## src/pkg/xie_pkg.sv

```systemverilog
// Purpose: shared constants for the xor/swap/widen execute block
// Assumes: 16-bit instruction words, 32-bit registers
// Notes: status word bit 13 is supervisor state
package xie_pkg;
  localparam logic [15:0] XIE_OP_XOR_CCR = 16'h0A3C;
  localparam logic [15:0] XIE_OP_XOR_SW = 16'h0A7C;
  localparam logic [15:0] XIE_OP_ILLEGAL = 16'h4AFC;
  localparam logic [7:0] XIE_XORI_HI = 8'h0A;
  localparam logic [1:0] XIE_SZ_BYTE = 2'h0;
  localparam logic [1:0] XIE_SZ_WORD = 2'h1;
  localparam logic [1:0] XIE_SZ_LONG = 2'h2;
  localparam logic [4:0] XIE_SWAP_DD = 5'h08;
  localparam logic [4:0] XIE_SWAP_AA = 5'h09;
  localparam logic [4:0] XIE_SWAP_DA = 5'h11;
  localparam logic [2:0] XIE_WIDEN_W = 3'h2;
  localparam logic [2:0] XIE_WIDEN_L = 3'h3;
  localparam int XIE_FLAG_C = 0;
  localparam int XIE_FLAG_V = 1;
  localparam int XIE_FLAG_Z = 2;
  localparam int XIE_FLAG_N = 3;
  localparam int XIE_FLAG_X = 4;
  localparam int XIE_SUPER_BIT = 13;
  localparam logic [15:0] XIE_SW_RESET = 16'h2700;
  localparam logic [31:0] XIE_SSP_RESET = 32'h0000_0000;
  localparam logic [31:0] XIE_ILLEGAL_VEC = 32'h0000_0010;
  localparam logic [31:0] XIE_PRIV_VEC = 32'h0000_0020;
  localparam logic [2:0] XIE_EV_ILLEGAL = 3'h1;
  localparam logic [2:0] XIE_EV_PRIV = 3'h2;
  localparam logic [2:0] XIE_EV_DONE = 3'h4;
  localparam logic [1:0] XIE_ADR_STATUS = 2'h0;
  localparam logic [1:0] XIE_ADR_MASK = 2'h1;
  localparam logic [1:0] XIE_ADR_SW = 2'h2;
  localparam logic [1:0] XIE_ADR_PC = 2'h3;
  typedef enum logic [5:0] {
    XIE_ST_FETCH = 6'h01,
    XIE_ST_EXT1 = 6'h02,
    XIE_ST_EXT2 = 6'h04,
    XIE_ST_MEMRD = 6'h08,
    XIE_ST_MEMWR = 6'h10,
    XIE_ST_TRAP = 6'h20
  } xie_state_t;
endpackage : xie_pkg

```

## src/hw/xie_exec.sv

```systemverilog
// Purpose: decode and execute xor-immediate, swap, widen and illegal opcodes
// Assumes: one word per fetch, memory answers reads in the same cycle that mem_rd_o is high
// Notes: effective address calculation is outside; mem_addr_o is base reg
// Notes on behaviour
// - xor immediate into destination at size
// - xor result sets N Z, clears V C
// - size field 00 byte 01 word 10 long
// - immediate taken from following extension words
// - destination must be data alterable mode
// - opcode 0A3C xors byte into condition codes
// - flag bits toggle per immediate bit
// - status word xor needs supervisor state
// - supervisor xor affects every status bit
// - opcode 0A7C plus one 16-bit word
// - swap exchanges full 32 bits, flags kept
// - swap modes 01000 01001 10001
// - mixed swap: first data, second address
// - widen copies sign bit upward
// - widen modes 010 and 011
// - widen sets N Z, clears V C
// - 4AFC pushes pc and status, vectors
// - other unknown opcodes treated as illegal
`timescale 1ns/1ns
module xie_exec (
  input wire logic clk_i,
  input wire logic sys_rst_i,
  input wire logic ce_i,
  input wire logic [15:0] iword_i,
  input wire logic iword_valid_i,
  output logic iword_ready_o,
  output logic [31:0] mem_addr_o,
  output logic mem_rd_o,
  output logic mem_wr_o,
  output logic [31:0] mem_wdata_o,
  input wire logic [31:0] mem_rdata_i,
  input wire logic [1:0] reg_addr_i,
  input wire logic [31:0] reg_wdata_i,
  input wire logic reg_wr_i,
  input wire logic reg_rd_i,
  output logic [31:0] reg_rdata_o,
  output logic irq_o
);
  import xie_pkg::*;

  logic [31:0] dreg_q [8];
  logic [31:0] dreg_d [8];
  logic [31:0] areg_q [8];
  logic [31:0] areg_d [8];
  logic [31:0] ssp_q, ssp_d;
  logic [15:0] sw_q, sw_d;
  logic [31:0] pc_q, pc_d;
  xie_state_t st_q, st_d;
  logic [15:0] op_q, op_d;
  logic [31:0] imm_q, imm_d;
  logic [31:0] dest_q, dest_d;
  logic [2:0] stat_q, stat_d;
  logic [2:0] mask_q, mask_d;
  logic [31:0] rdata_q, rdata_d;
  logic [31:0] waddr_q, waddr_d;
  logic [31:0] wdata_q, wdata_d;
  logic mrd_q, mrd_d;
  logic mwr_q, mwr_d;
  logic push_q, push_d;
  logic [31:0] alu_a, alu_res;
  logic [1:0] alu_size;
  logic alu_widen, alu_neg, alu_zero;
  logic [2:0] ev;

  // data alterable: mode 0,2-6, or 7 with reg 0/1
  function automatic logic xie_ea_ok(input logic [5:0] ea);
    xie_ea_ok = (ea[5:3] != 3'h1) && ((ea[5:3] != 3'h7) || (ea[2:0] < 3'h2));
  endfunction : xie_ea_ok

  function automatic logic xie_is_xori(input logic [15:0] w);
    xie_is_xori = (w[15:8] == XIE_XORI_HI) && (w[7:6] != 2'h3) && xie_ea_ok(w[5:0]);
  endfunction : xie_is_xori

  function automatic logic [31:0] xie_merge(input logic [31:0] old, input logic [31:0] nw,
                                            input logic [1:0] sz);
    if (sz == XIE_SZ_BYTE) begin
      xie_merge = {old[31:8], nw[7:0]};
    end else if (sz == XIE_SZ_WORD) begin
      xie_merge = {old[31:16], nw[15:0]};
    end else begin
      xie_merge = nw;
    end
  endfunction : xie_merge

  xie_alu u_alu (
    .a_i(alu_a),
    .b_i(imm_q),
    .size_i(alu_size),
    .widen_i(alu_widen),
    .res_o(alu_res),
    .neg_o(alu_neg),
    .zero_o(alu_zero)
  );

  assign iword_ready_o = (st_q == XIE_ST_FETCH) || (st_q == XIE_ST_EXT1) ||
                         (st_q == XIE_ST_EXT2);
  assign mem_addr_o = waddr_q;
  assign mem_wdata_o = wdata_q;
  assign mem_rd_o = mrd_q;
  assign mem_wr_o = mwr_q;
  assign reg_rdata_o = rdata_q;
  assign irq_o = |(stat_q & mask_q);

  always_comb begin
    st_d = st_q;
    op_d = op_q;
    imm_d = imm_q;
    dest_d = dest_q;
    ssp_d = ssp_q;
    sw_d = sw_q;
    pc_d = pc_q;
    waddr_d = waddr_q;
    wdata_d = wdata_q;
    mrd_d = 1'b0;
    mwr_d = 1'b0;
    push_d = push_q;
    ev = 3'h0;
    alu_a = dest_q;
    alu_size = op_q[7:6];
    alu_widen = 1'b0;
    for (int i = 0; i < 8; i++) begin
      dreg_d[i] = dreg_q[i];
      areg_d[i] = areg_q[i];
    end
    case (st_q)
      XIE_ST_FETCH: begin
        if (iword_valid_i) begin
          op_d = iword_i;
          pc_d = pc_q + 32'h2;
          imm_d = 32'h0;
          if ((iword_i == XIE_OP_XOR_CCR) || (iword_i == XIE_OP_XOR_SW) ||
              xie_is_xori(iword_i)) begin
            st_d = XIE_ST_EXT1;
          end else if ((iword_i[15:12] == 4'hC) && iword_i[8] &&
                       ((iword_i[7:3] == XIE_SWAP_DD) || (iword_i[7:3] == XIE_SWAP_AA) ||
                        (iword_i[7:3] == XIE_SWAP_DA))) begin
            if (iword_i[7:3] == XIE_SWAP_DD) begin
              dreg_d[iword_i[11:9]] = dreg_q[iword_i[2:0]];
              dreg_d[iword_i[2:0]] = dreg_q[iword_i[11:9]];
            end else if (iword_i[7:3] == XIE_SWAP_AA) begin
              areg_d[iword_i[11:9]] = areg_q[iword_i[2:0]];
              areg_d[iword_i[2:0]] = areg_q[iword_i[11:9]];
            end else begin
              dreg_d[iword_i[11:9]] = areg_q[iword_i[2:0]];
              areg_d[iword_i[2:0]] = dreg_q[iword_i[11:9]];
            end
            ev = XIE_EV_DONE;
          end else if ((iword_i[15:9] == 7'h24) && (iword_i[5:3] == 3'h0) &&
                       ((iword_i[8:6] == XIE_WIDEN_W) || (iword_i[8:6] == XIE_WIDEN_L))) begin
            alu_a = dreg_q[iword_i[2:0]];
            alu_widen = 1'b1;
            alu_size = (iword_i[8:6] == XIE_WIDEN_W) ? XIE_SZ_WORD : XIE_SZ_LONG;
            dreg_d[iword_i[2:0]] = alu_res;
            sw_d[XIE_FLAG_N] = alu_neg;
            sw_d[XIE_FLAG_Z] = alu_zero;
            sw_d[XIE_FLAG_V] = 1'b0;
            sw_d[XIE_FLAG_C] = 1'b0;
            ev = XIE_EV_DONE;
          end else begin
            // 4AFC and every unknown pattern share one path
            ev = XIE_EV_ILLEGAL;
            push_d = 1'b0;
            pc_d = pc_q;
            st_d = XIE_ST_TRAP;
          end
        end
      end
      XIE_ST_EXT1: begin
        if (iword_valid_i) begin
          pc_d = pc_q + 32'h2;
          imm_d = {16'h0, iword_i};
          if (op_q == XIE_OP_XOR_CCR) begin
            sw_d[4:0] = sw_q[4:0] ^ iword_i[4:0];
            ev = XIE_EV_DONE;
            st_d = XIE_ST_FETCH;
          end else if (op_q == XIE_OP_XOR_SW) begin
            if (sw_q[XIE_SUPER_BIT]) begin
              sw_d = sw_q ^ iword_i;
              ev = XIE_EV_DONE;
              st_d = XIE_ST_FETCH;
            end else begin
              ev = XIE_EV_PRIV;
              push_d = 1'b0;
              st_d = XIE_ST_TRAP;
            end
          end else if (op_q[7:6] == XIE_SZ_LONG) begin
            imm_d = {iword_i, 16'h0};
            st_d = XIE_ST_EXT2;
          end else begin
            if (op_q[7:6] == XIE_SZ_BYTE) begin
              imm_d = {24'h0, iword_i[7:0]};
            end
            st_d = XIE_ST_MEMRD;
          end
        end
      end
      XIE_ST_EXT2: begin
        if (iword_valid_i) begin
          pc_d = pc_q + 32'h2;
          imm_d = {imm_q[31:16], iword_i};
          st_d = XIE_ST_MEMRD;
        end
      end
      XIE_ST_MEMRD: begin
        if (op_q[5:3] == 3'h0) begin
          alu_a = dreg_q[op_q[2:0]];
          dreg_d[op_q[2:0]] = xie_merge(dreg_q[op_q[2:0]], alu_res, op_q[7:6]);
          sw_d[XIE_FLAG_N] = alu_neg;
          sw_d[XIE_FLAG_Z] = alu_zero;
          sw_d[XIE_FLAG_V] = 1'b0;
          sw_d[XIE_FLAG_C] = 1'b0;
          ev = XIE_EV_DONE;
          st_d = XIE_ST_FETCH;
        end else begin
          waddr_d = areg_q[op_q[2:0]];
          mrd_d = 1'b1;
          st_d = XIE_ST_MEMWR;
        end
      end
      XIE_ST_MEMWR: begin
        // read data arrives now: memory answers in the same cycle that mem_rd_o is high
        alu_a = mem_rdata_i;
        wdata_d = xie_merge(mem_rdata_i, alu_res, op_q[7:6]);
        mwr_d = 1'b1;
        sw_d[XIE_FLAG_N] = alu_neg;
        sw_d[XIE_FLAG_Z] = alu_zero;
        sw_d[XIE_FLAG_V] = 1'b0;
        sw_d[XIE_FLAG_C] = 1'b0;
        ev = XIE_EV_DONE;
        st_d = XIE_ST_FETCH;
      end
      XIE_ST_TRAP: begin
        // two pushes: pc first, then status word; flags untouched
        ssp_d = ssp_q - 32'h4;
        waddr_d = ssp_q - 32'h4;
        mwr_d = 1'b1;
        if (!push_q) begin
          wdata_d = pc_q;
          push_d = 1'b1;
        end else begin
          wdata_d = {16'h0, sw_q};
          pc_d = (op_q == XIE_OP_XOR_SW) ? XIE_PRIV_VEC : XIE_ILLEGAL_VEC;
          sw_d[XIE_SUPER_BIT] = 1'b1;
          st_d = XIE_ST_FETCH;
        end
      end
      default: st_d = XIE_ST_FETCH;
    endcase
  end

  // status clears on read; a new event in the same cycle wins
  always_comb begin
    stat_d = stat_q;
    mask_d = mask_q;
    rdata_d = rdata_q;
    if (reg_rd_i) begin
      if (reg_addr_i == XIE_ADR_STATUS) begin
        rdata_d = {29'h0, stat_q};
        stat_d = 3'h0;
      end else if (reg_addr_i == XIE_ADR_MASK) begin
        rdata_d = {29'h0, mask_q};
      end else if (reg_addr_i == XIE_ADR_SW) begin
        rdata_d = {16'h0, sw_q};
      end else begin
        rdata_d = pc_q;
      end
    end
    if (reg_wr_i && (reg_addr_i == XIE_ADR_MASK)) begin
      mask_d = reg_wdata_i[2:0];
    end
    stat_d = stat_d | ev;
  end

  always_ff @(posedge clk_i) begin
    if (sys_rst_i) begin
      st_q <= XIE_ST_FETCH;
      op_q <= 16'h0;
      imm_q <= 32'h0;
      dest_q <= 32'h0;
      ssp_q <= XIE_SSP_RESET;
      sw_q <= XIE_SW_RESET;
      pc_q <= 32'h0;
      waddr_q <= 32'h0;
      wdata_q <= 32'h0;
      mrd_q <= 1'b0;
      mwr_q <= 1'b0;
      push_q <= 1'b0;
      stat_q <= 3'h0;
      mask_q <= 3'h0;
      rdata_q <= 32'h0;
      for (int i = 0; i < 8; i++) begin
        dreg_q[i] <= 32'h0;
        areg_q[i] <= 32'h0;
      end
    end else if (ce_i) begin
      st_q <= st_d;
      op_q <= op_d;
      imm_q <= imm_d;
      dest_q <= dest_d;
      ssp_q <= ssp_d;
      sw_q <= sw_d;
      pc_q <= pc_d;
      waddr_q <= waddr_d;
      wdata_q <= wdata_d;
      mrd_q <= mrd_d;
      mwr_q <= mwr_d;
      push_q <= push_d;
      stat_q <= stat_d;
      mask_q <= mask_d;
      rdata_q <= rdata_d;
      for (int i = 0; i < 8; i++) begin
        dreg_q[i] <= dreg_d[i];
        areg_q[i] <= areg_d[i];
      end
    end
  end
endmodule : xie_exec

```

## src/hw/xie_alu.sv

```systemverilog
// Purpose: xor and widen datapath with flag results
// Assumes: size code from xie_pkg
// Notes: purely combinational
`timescale 1ns/1ns
module xie_alu (
  input wire logic [31:0] a_i,
  input wire logic [31:0] b_i,
  input wire logic [1:0] size_i,
  input wire logic widen_i,
  output logic [31:0] res_o,
  output logic neg_o,
  output logic zero_o
);
  import xie_pkg::*;
  logic [31:0] raw;
  always_comb begin
    raw = widen_i ? a_i : (a_i ^ b_i);
    if (widen_i) begin
      if (size_i == XIE_SZ_WORD) begin
        raw = {a_i[31:16], {8{a_i[7]}}, a_i[7:0]};
      end else begin
        raw = {{16{a_i[15]}}, a_i[15:0]};
      end
    end
    res_o = raw;
    neg_o = raw[31];
    zero_o = (raw == 32'h0000_0000);
    if (size_i == XIE_SZ_BYTE) begin
      neg_o = raw[7];
      zero_o = (raw[7:0] == 8'h00);
    end else if (size_i == XIE_SZ_WORD) begin
      neg_o = raw[15];
      zero_o = (raw[15:0] == 16'h0000);
    end
  end
endmodule : xie_alu

```

## config.mk

```make
export PLATFORM = sky130hd
export DESIGN_NAME = xie_exec
export DESIGN_NICKNAME = d
export VERILOG_FILES = /design/src/pkg/xie_pkg.sv /design/src/hw/xie_exec.sv /design/src/hw/xie_alu.sv
export SDC_FILE = /design/constraint.sdc
export NUM_CORES = 2
export LEC_CHECK = 0
export BUFFER_PORTS_ARGS = -buffer_cell sky130_fd_sc_hd__buf_4
export CAP_MARGIN = 10
export CELL_PAD_IN_SITES_DETAIL_PLACEMENT = 0
export CELL_PAD_IN_SITES_GLOBAL_PLACEMENT = 1
export CORE_AREA = 2 2 510 512
export DETAILED_ROUTE_END_ITERATION = 12
export DIE_AREA = 0 0 512 514
export PLACE_DENSITY = 0.58
export SLEW_MARGIN = 20
export SYNTH_ARGS = -nofsm -noshare
export SYNTH_HDL_FRONTEND = slang
export SYNTH_SLANG_ARGS = --single-unit
```

## constraint.sdc

```tcl
create_clock -name clk_i -period 18.42 [get_ports clk_i]
set_clock_uncertainty 0.1 [all_clocks]
set_input_delay 1.842 -clock clk_i [delete_from_list [all_inputs] [get_ports clk_i]]
set_output_delay 1.842 -clock clk_i [all_outputs]
set_load 0.1 [all_outputs]
```

==> out/results.ini <==
[clock_tree]
cts_buffer_depth=3
cts_tree=yes
cts.htree.levels=3
cts_resized=0
numCtsBuffers=101
cts.sinks=751
clock-root-buffer=clkbuf_16
cts_hold_buf=0
insertion_delay_ns=0.82
post_cts.repair.setup_buffers=0
clk_pin_slew_ns=0.06

[finish]
final_cell_mix=nor2_1, a21oi_1, nand2_1
nets=8210
fillerInstances=27755
layout-drive-gt1-share_pct=11.0
layout_commonest_cell=nor2_1
syn2layout_area_growth_pct=11.8

[place]
portBuffers=158
hpwl_mm=228
place.gp.congestion=0.923

[yosys]
ys_warn_count=0
synth_ff_type=edfxtp_1
ys_top_cells_by_area=edfxtp_1, a21oi_1, nor2_1, dfxtp_1, a211oi_1
yosysUniqueCellTypes=94
async_reset_ff_share_pct=0
netlist.area_leader.share_pct=24.0
synth-seq-cells=751
syn_avg_cell_area_sq_um=7.48
synthesis.area_sq_um=64100
synth_edf_count=512
yosysTopAreaCell=edfxtp_1
netlist_instances=8561
synth_nets=8651
synth-seq-area-share_pct=31.5

[setup_path]
crit_type=in -> reg
cp-startpoint=iword_i[2]
crit_fanout=49
cp_common_cell=buf_4
max_stage_delay_ns=0.75
cpMaxStageDelayCell=a21oi_1
cp.arrival_ns=7.94
cp-start-kind=input pin
cp-end-kind=flip-flop
crit_chain=buf_6 -> buf_4 -> buf_4 -> and3b_4 -> buf_4 -> buf_4 -> buf_4 -> a22oi_1 -> and4_1 -> o211ai_1 -> a32o_1 -> nor3_1 -> a21oi_1 -> a21oi_1 -> a311oi_1
worstPathRequired_ns=18.92

[die]
dieHeight_microns=514
die_area_sq_um=263000
io_pins=188
coreArea_sq_um=258000
start_util_pct=24.8
rows=187
die_w_microns=512

[job]
cap_violations=0

[drt]
first_pass_iters=8
drt-wirelength-per-cell_microns=32.4
drc=0
via_count=72892
wl_mm=377
drt-vias-per-instance=6.28
ant_nets=0
drtIter0Drc=11359

[timing]
fmax_ghz=0.134
max_slew_margin_pct=12.2
tns_ns=0
setup_viol=0
slew_violations=0
grt_setup_unrepaired=no
fin_crit_ns=7.44
period_share_pct=40.4
whs_ns=0.352
hold_violations=0
tightest_slew_ns=1.32

[global_route]
grt_antenna_before_repair=24
track_usage_pct=27.2
grt_pass1_vias=65883
grt-ovfl-total=0
grt_pass1_wl_mm=522
grt_max_degree=174

[hold_path]
min-delay-start=op_q[10]
min_path_type=reg -> reg

[status]
status=finished, final reports clean

[pwr]
finalPower_mw=5.47
peakVddDrop_v=0.0000714
p_per_area_nw_per_um2=76.4
p_leak_nw=23.3

## kinds of logic (layout without fill, tap and decap cells)
| family | count (synthesis) | count (layout) | synth area share, % |
|---|---|---|---|
| xor gates and xnor gates | 98 | 98 | 1.34 |
| and+or+nand+nor | 2892 | 2892 | 19.0 |
| muxes | 378 | 378 | 8.09 |
| other | 0 | 6 | 0 |
| buffers and inverters | 995 | 635 | 6.22 |
| adders and majority gates | 2 | 2 | 0.0391 |
| AOI/OAI and AO/OA | 3445 | 3445 | 33.8 |
| DFF | 751 | 751 | 31.5 |
## synthesized netlist by cell type, drive strengths merged, types with 54 or more instances
master and count:
mux4 103, mux2i 202, nor2 1435, dfxtp 239, mux2 73, a31oi 54
a22oi 333, o211ai 150, nand3 105, a211oi 528, a311oi 57, o21ai 755
a21oi 1123, xor2 64, nand2 884, nor3 165, edfxtp 512, a22o 63
o22ai 74, buf 266, a221oi 70, clkbuf 702
## critical path, delay by kind of cell
| kind | cells | cell delay, ns |
|---|---|---|
| and+or+nand+nor | 3 | 1.15 |
| buffers and inverters | 6 | 3.12 |
| AOI/OAI and AO/OA | 6 | 1.69 |
## per-layer routing
| layer | vias up | GRT usage [%] | share of wire [%] | wire length, microns |
|---|---|---|---|---|
| met5 | - | 0 | 0.029 | 109 |
| met4 | 16 | 15.5 | 6.6 | 24700 |
| met3 | 1134 | 7.95 | 13 | 47700 |
| met2 | 5306 | 40.4 | 42 | 158000 |
| met1 | 35340 | 35.0 | 39 | 146000 |
| li1 | 31096 | - | - | - |
## through the flow
step	setup WS, ns	std cells	area, sq um	util (%)
finish	10.98	11609	71600	27.7
global route	11.00	11603	71600	27.7
CTS	11.36	11603	71600	27.7
detailed placement	10.52	11419	68300	26.5
global placement	10.57	11419	68300	26.5
floorplan	5.45	8561	64100	-
## where the power goes
part	leakage [nW]	switching, mW	internal (mW)
registers	7.21	0.138	1.91
logic	14.5	0.972	0.391
clock network	1.60	0.918	1.15
## cell type report
type                       instances  area, sq um  area share (%)
sequential                       751        20200            28.2
clock inverter                    51          445           0.622
inverter                          27          101           0.142
tap                             3402         4260            5.95
multi-input combinational       6815        40400            56.4
timing repair buffer             424         3380            4.72
clock buffer                     133         2820            3.94
antenna                            6         15.0          0.0210
## sequential cells by signal, indices dropped and copies added (netlist names), named ones only
| name | flops |
|---|---|
| areg_q | 256 |
| dreg_q | 256 |
| imm_q | 32 |
| mem_addr_o | 32 |
| mem_wdata_o | 32 |
| reg_rdata_o | 32 |
| pc_q | 31 |
| ssp_q | 30 |
| op_q | 16 |
| sw_q | 16 |
| st_q | 6 |
| mask_q | 3 |
| stat_q | 3 |
| mem_rd_o | 1 |
| mem_wr_o | 1 |
| push_q | 1 |
## final timing paths
| kind | to | slack (ns) | depth (start not counted) |
|---|---|---|---|
| max | dreg_q[6][21] | 10.98 | 15 |
| min | op_q[10] | 0.35 | 2 |
| max reg2reg | dreg_q[0][19] | 12.22 | 12 |
| min reg2reg | op_q[10] | 0.35 | 2 |
Note: power is estimated with default switching activity, not from simulation.
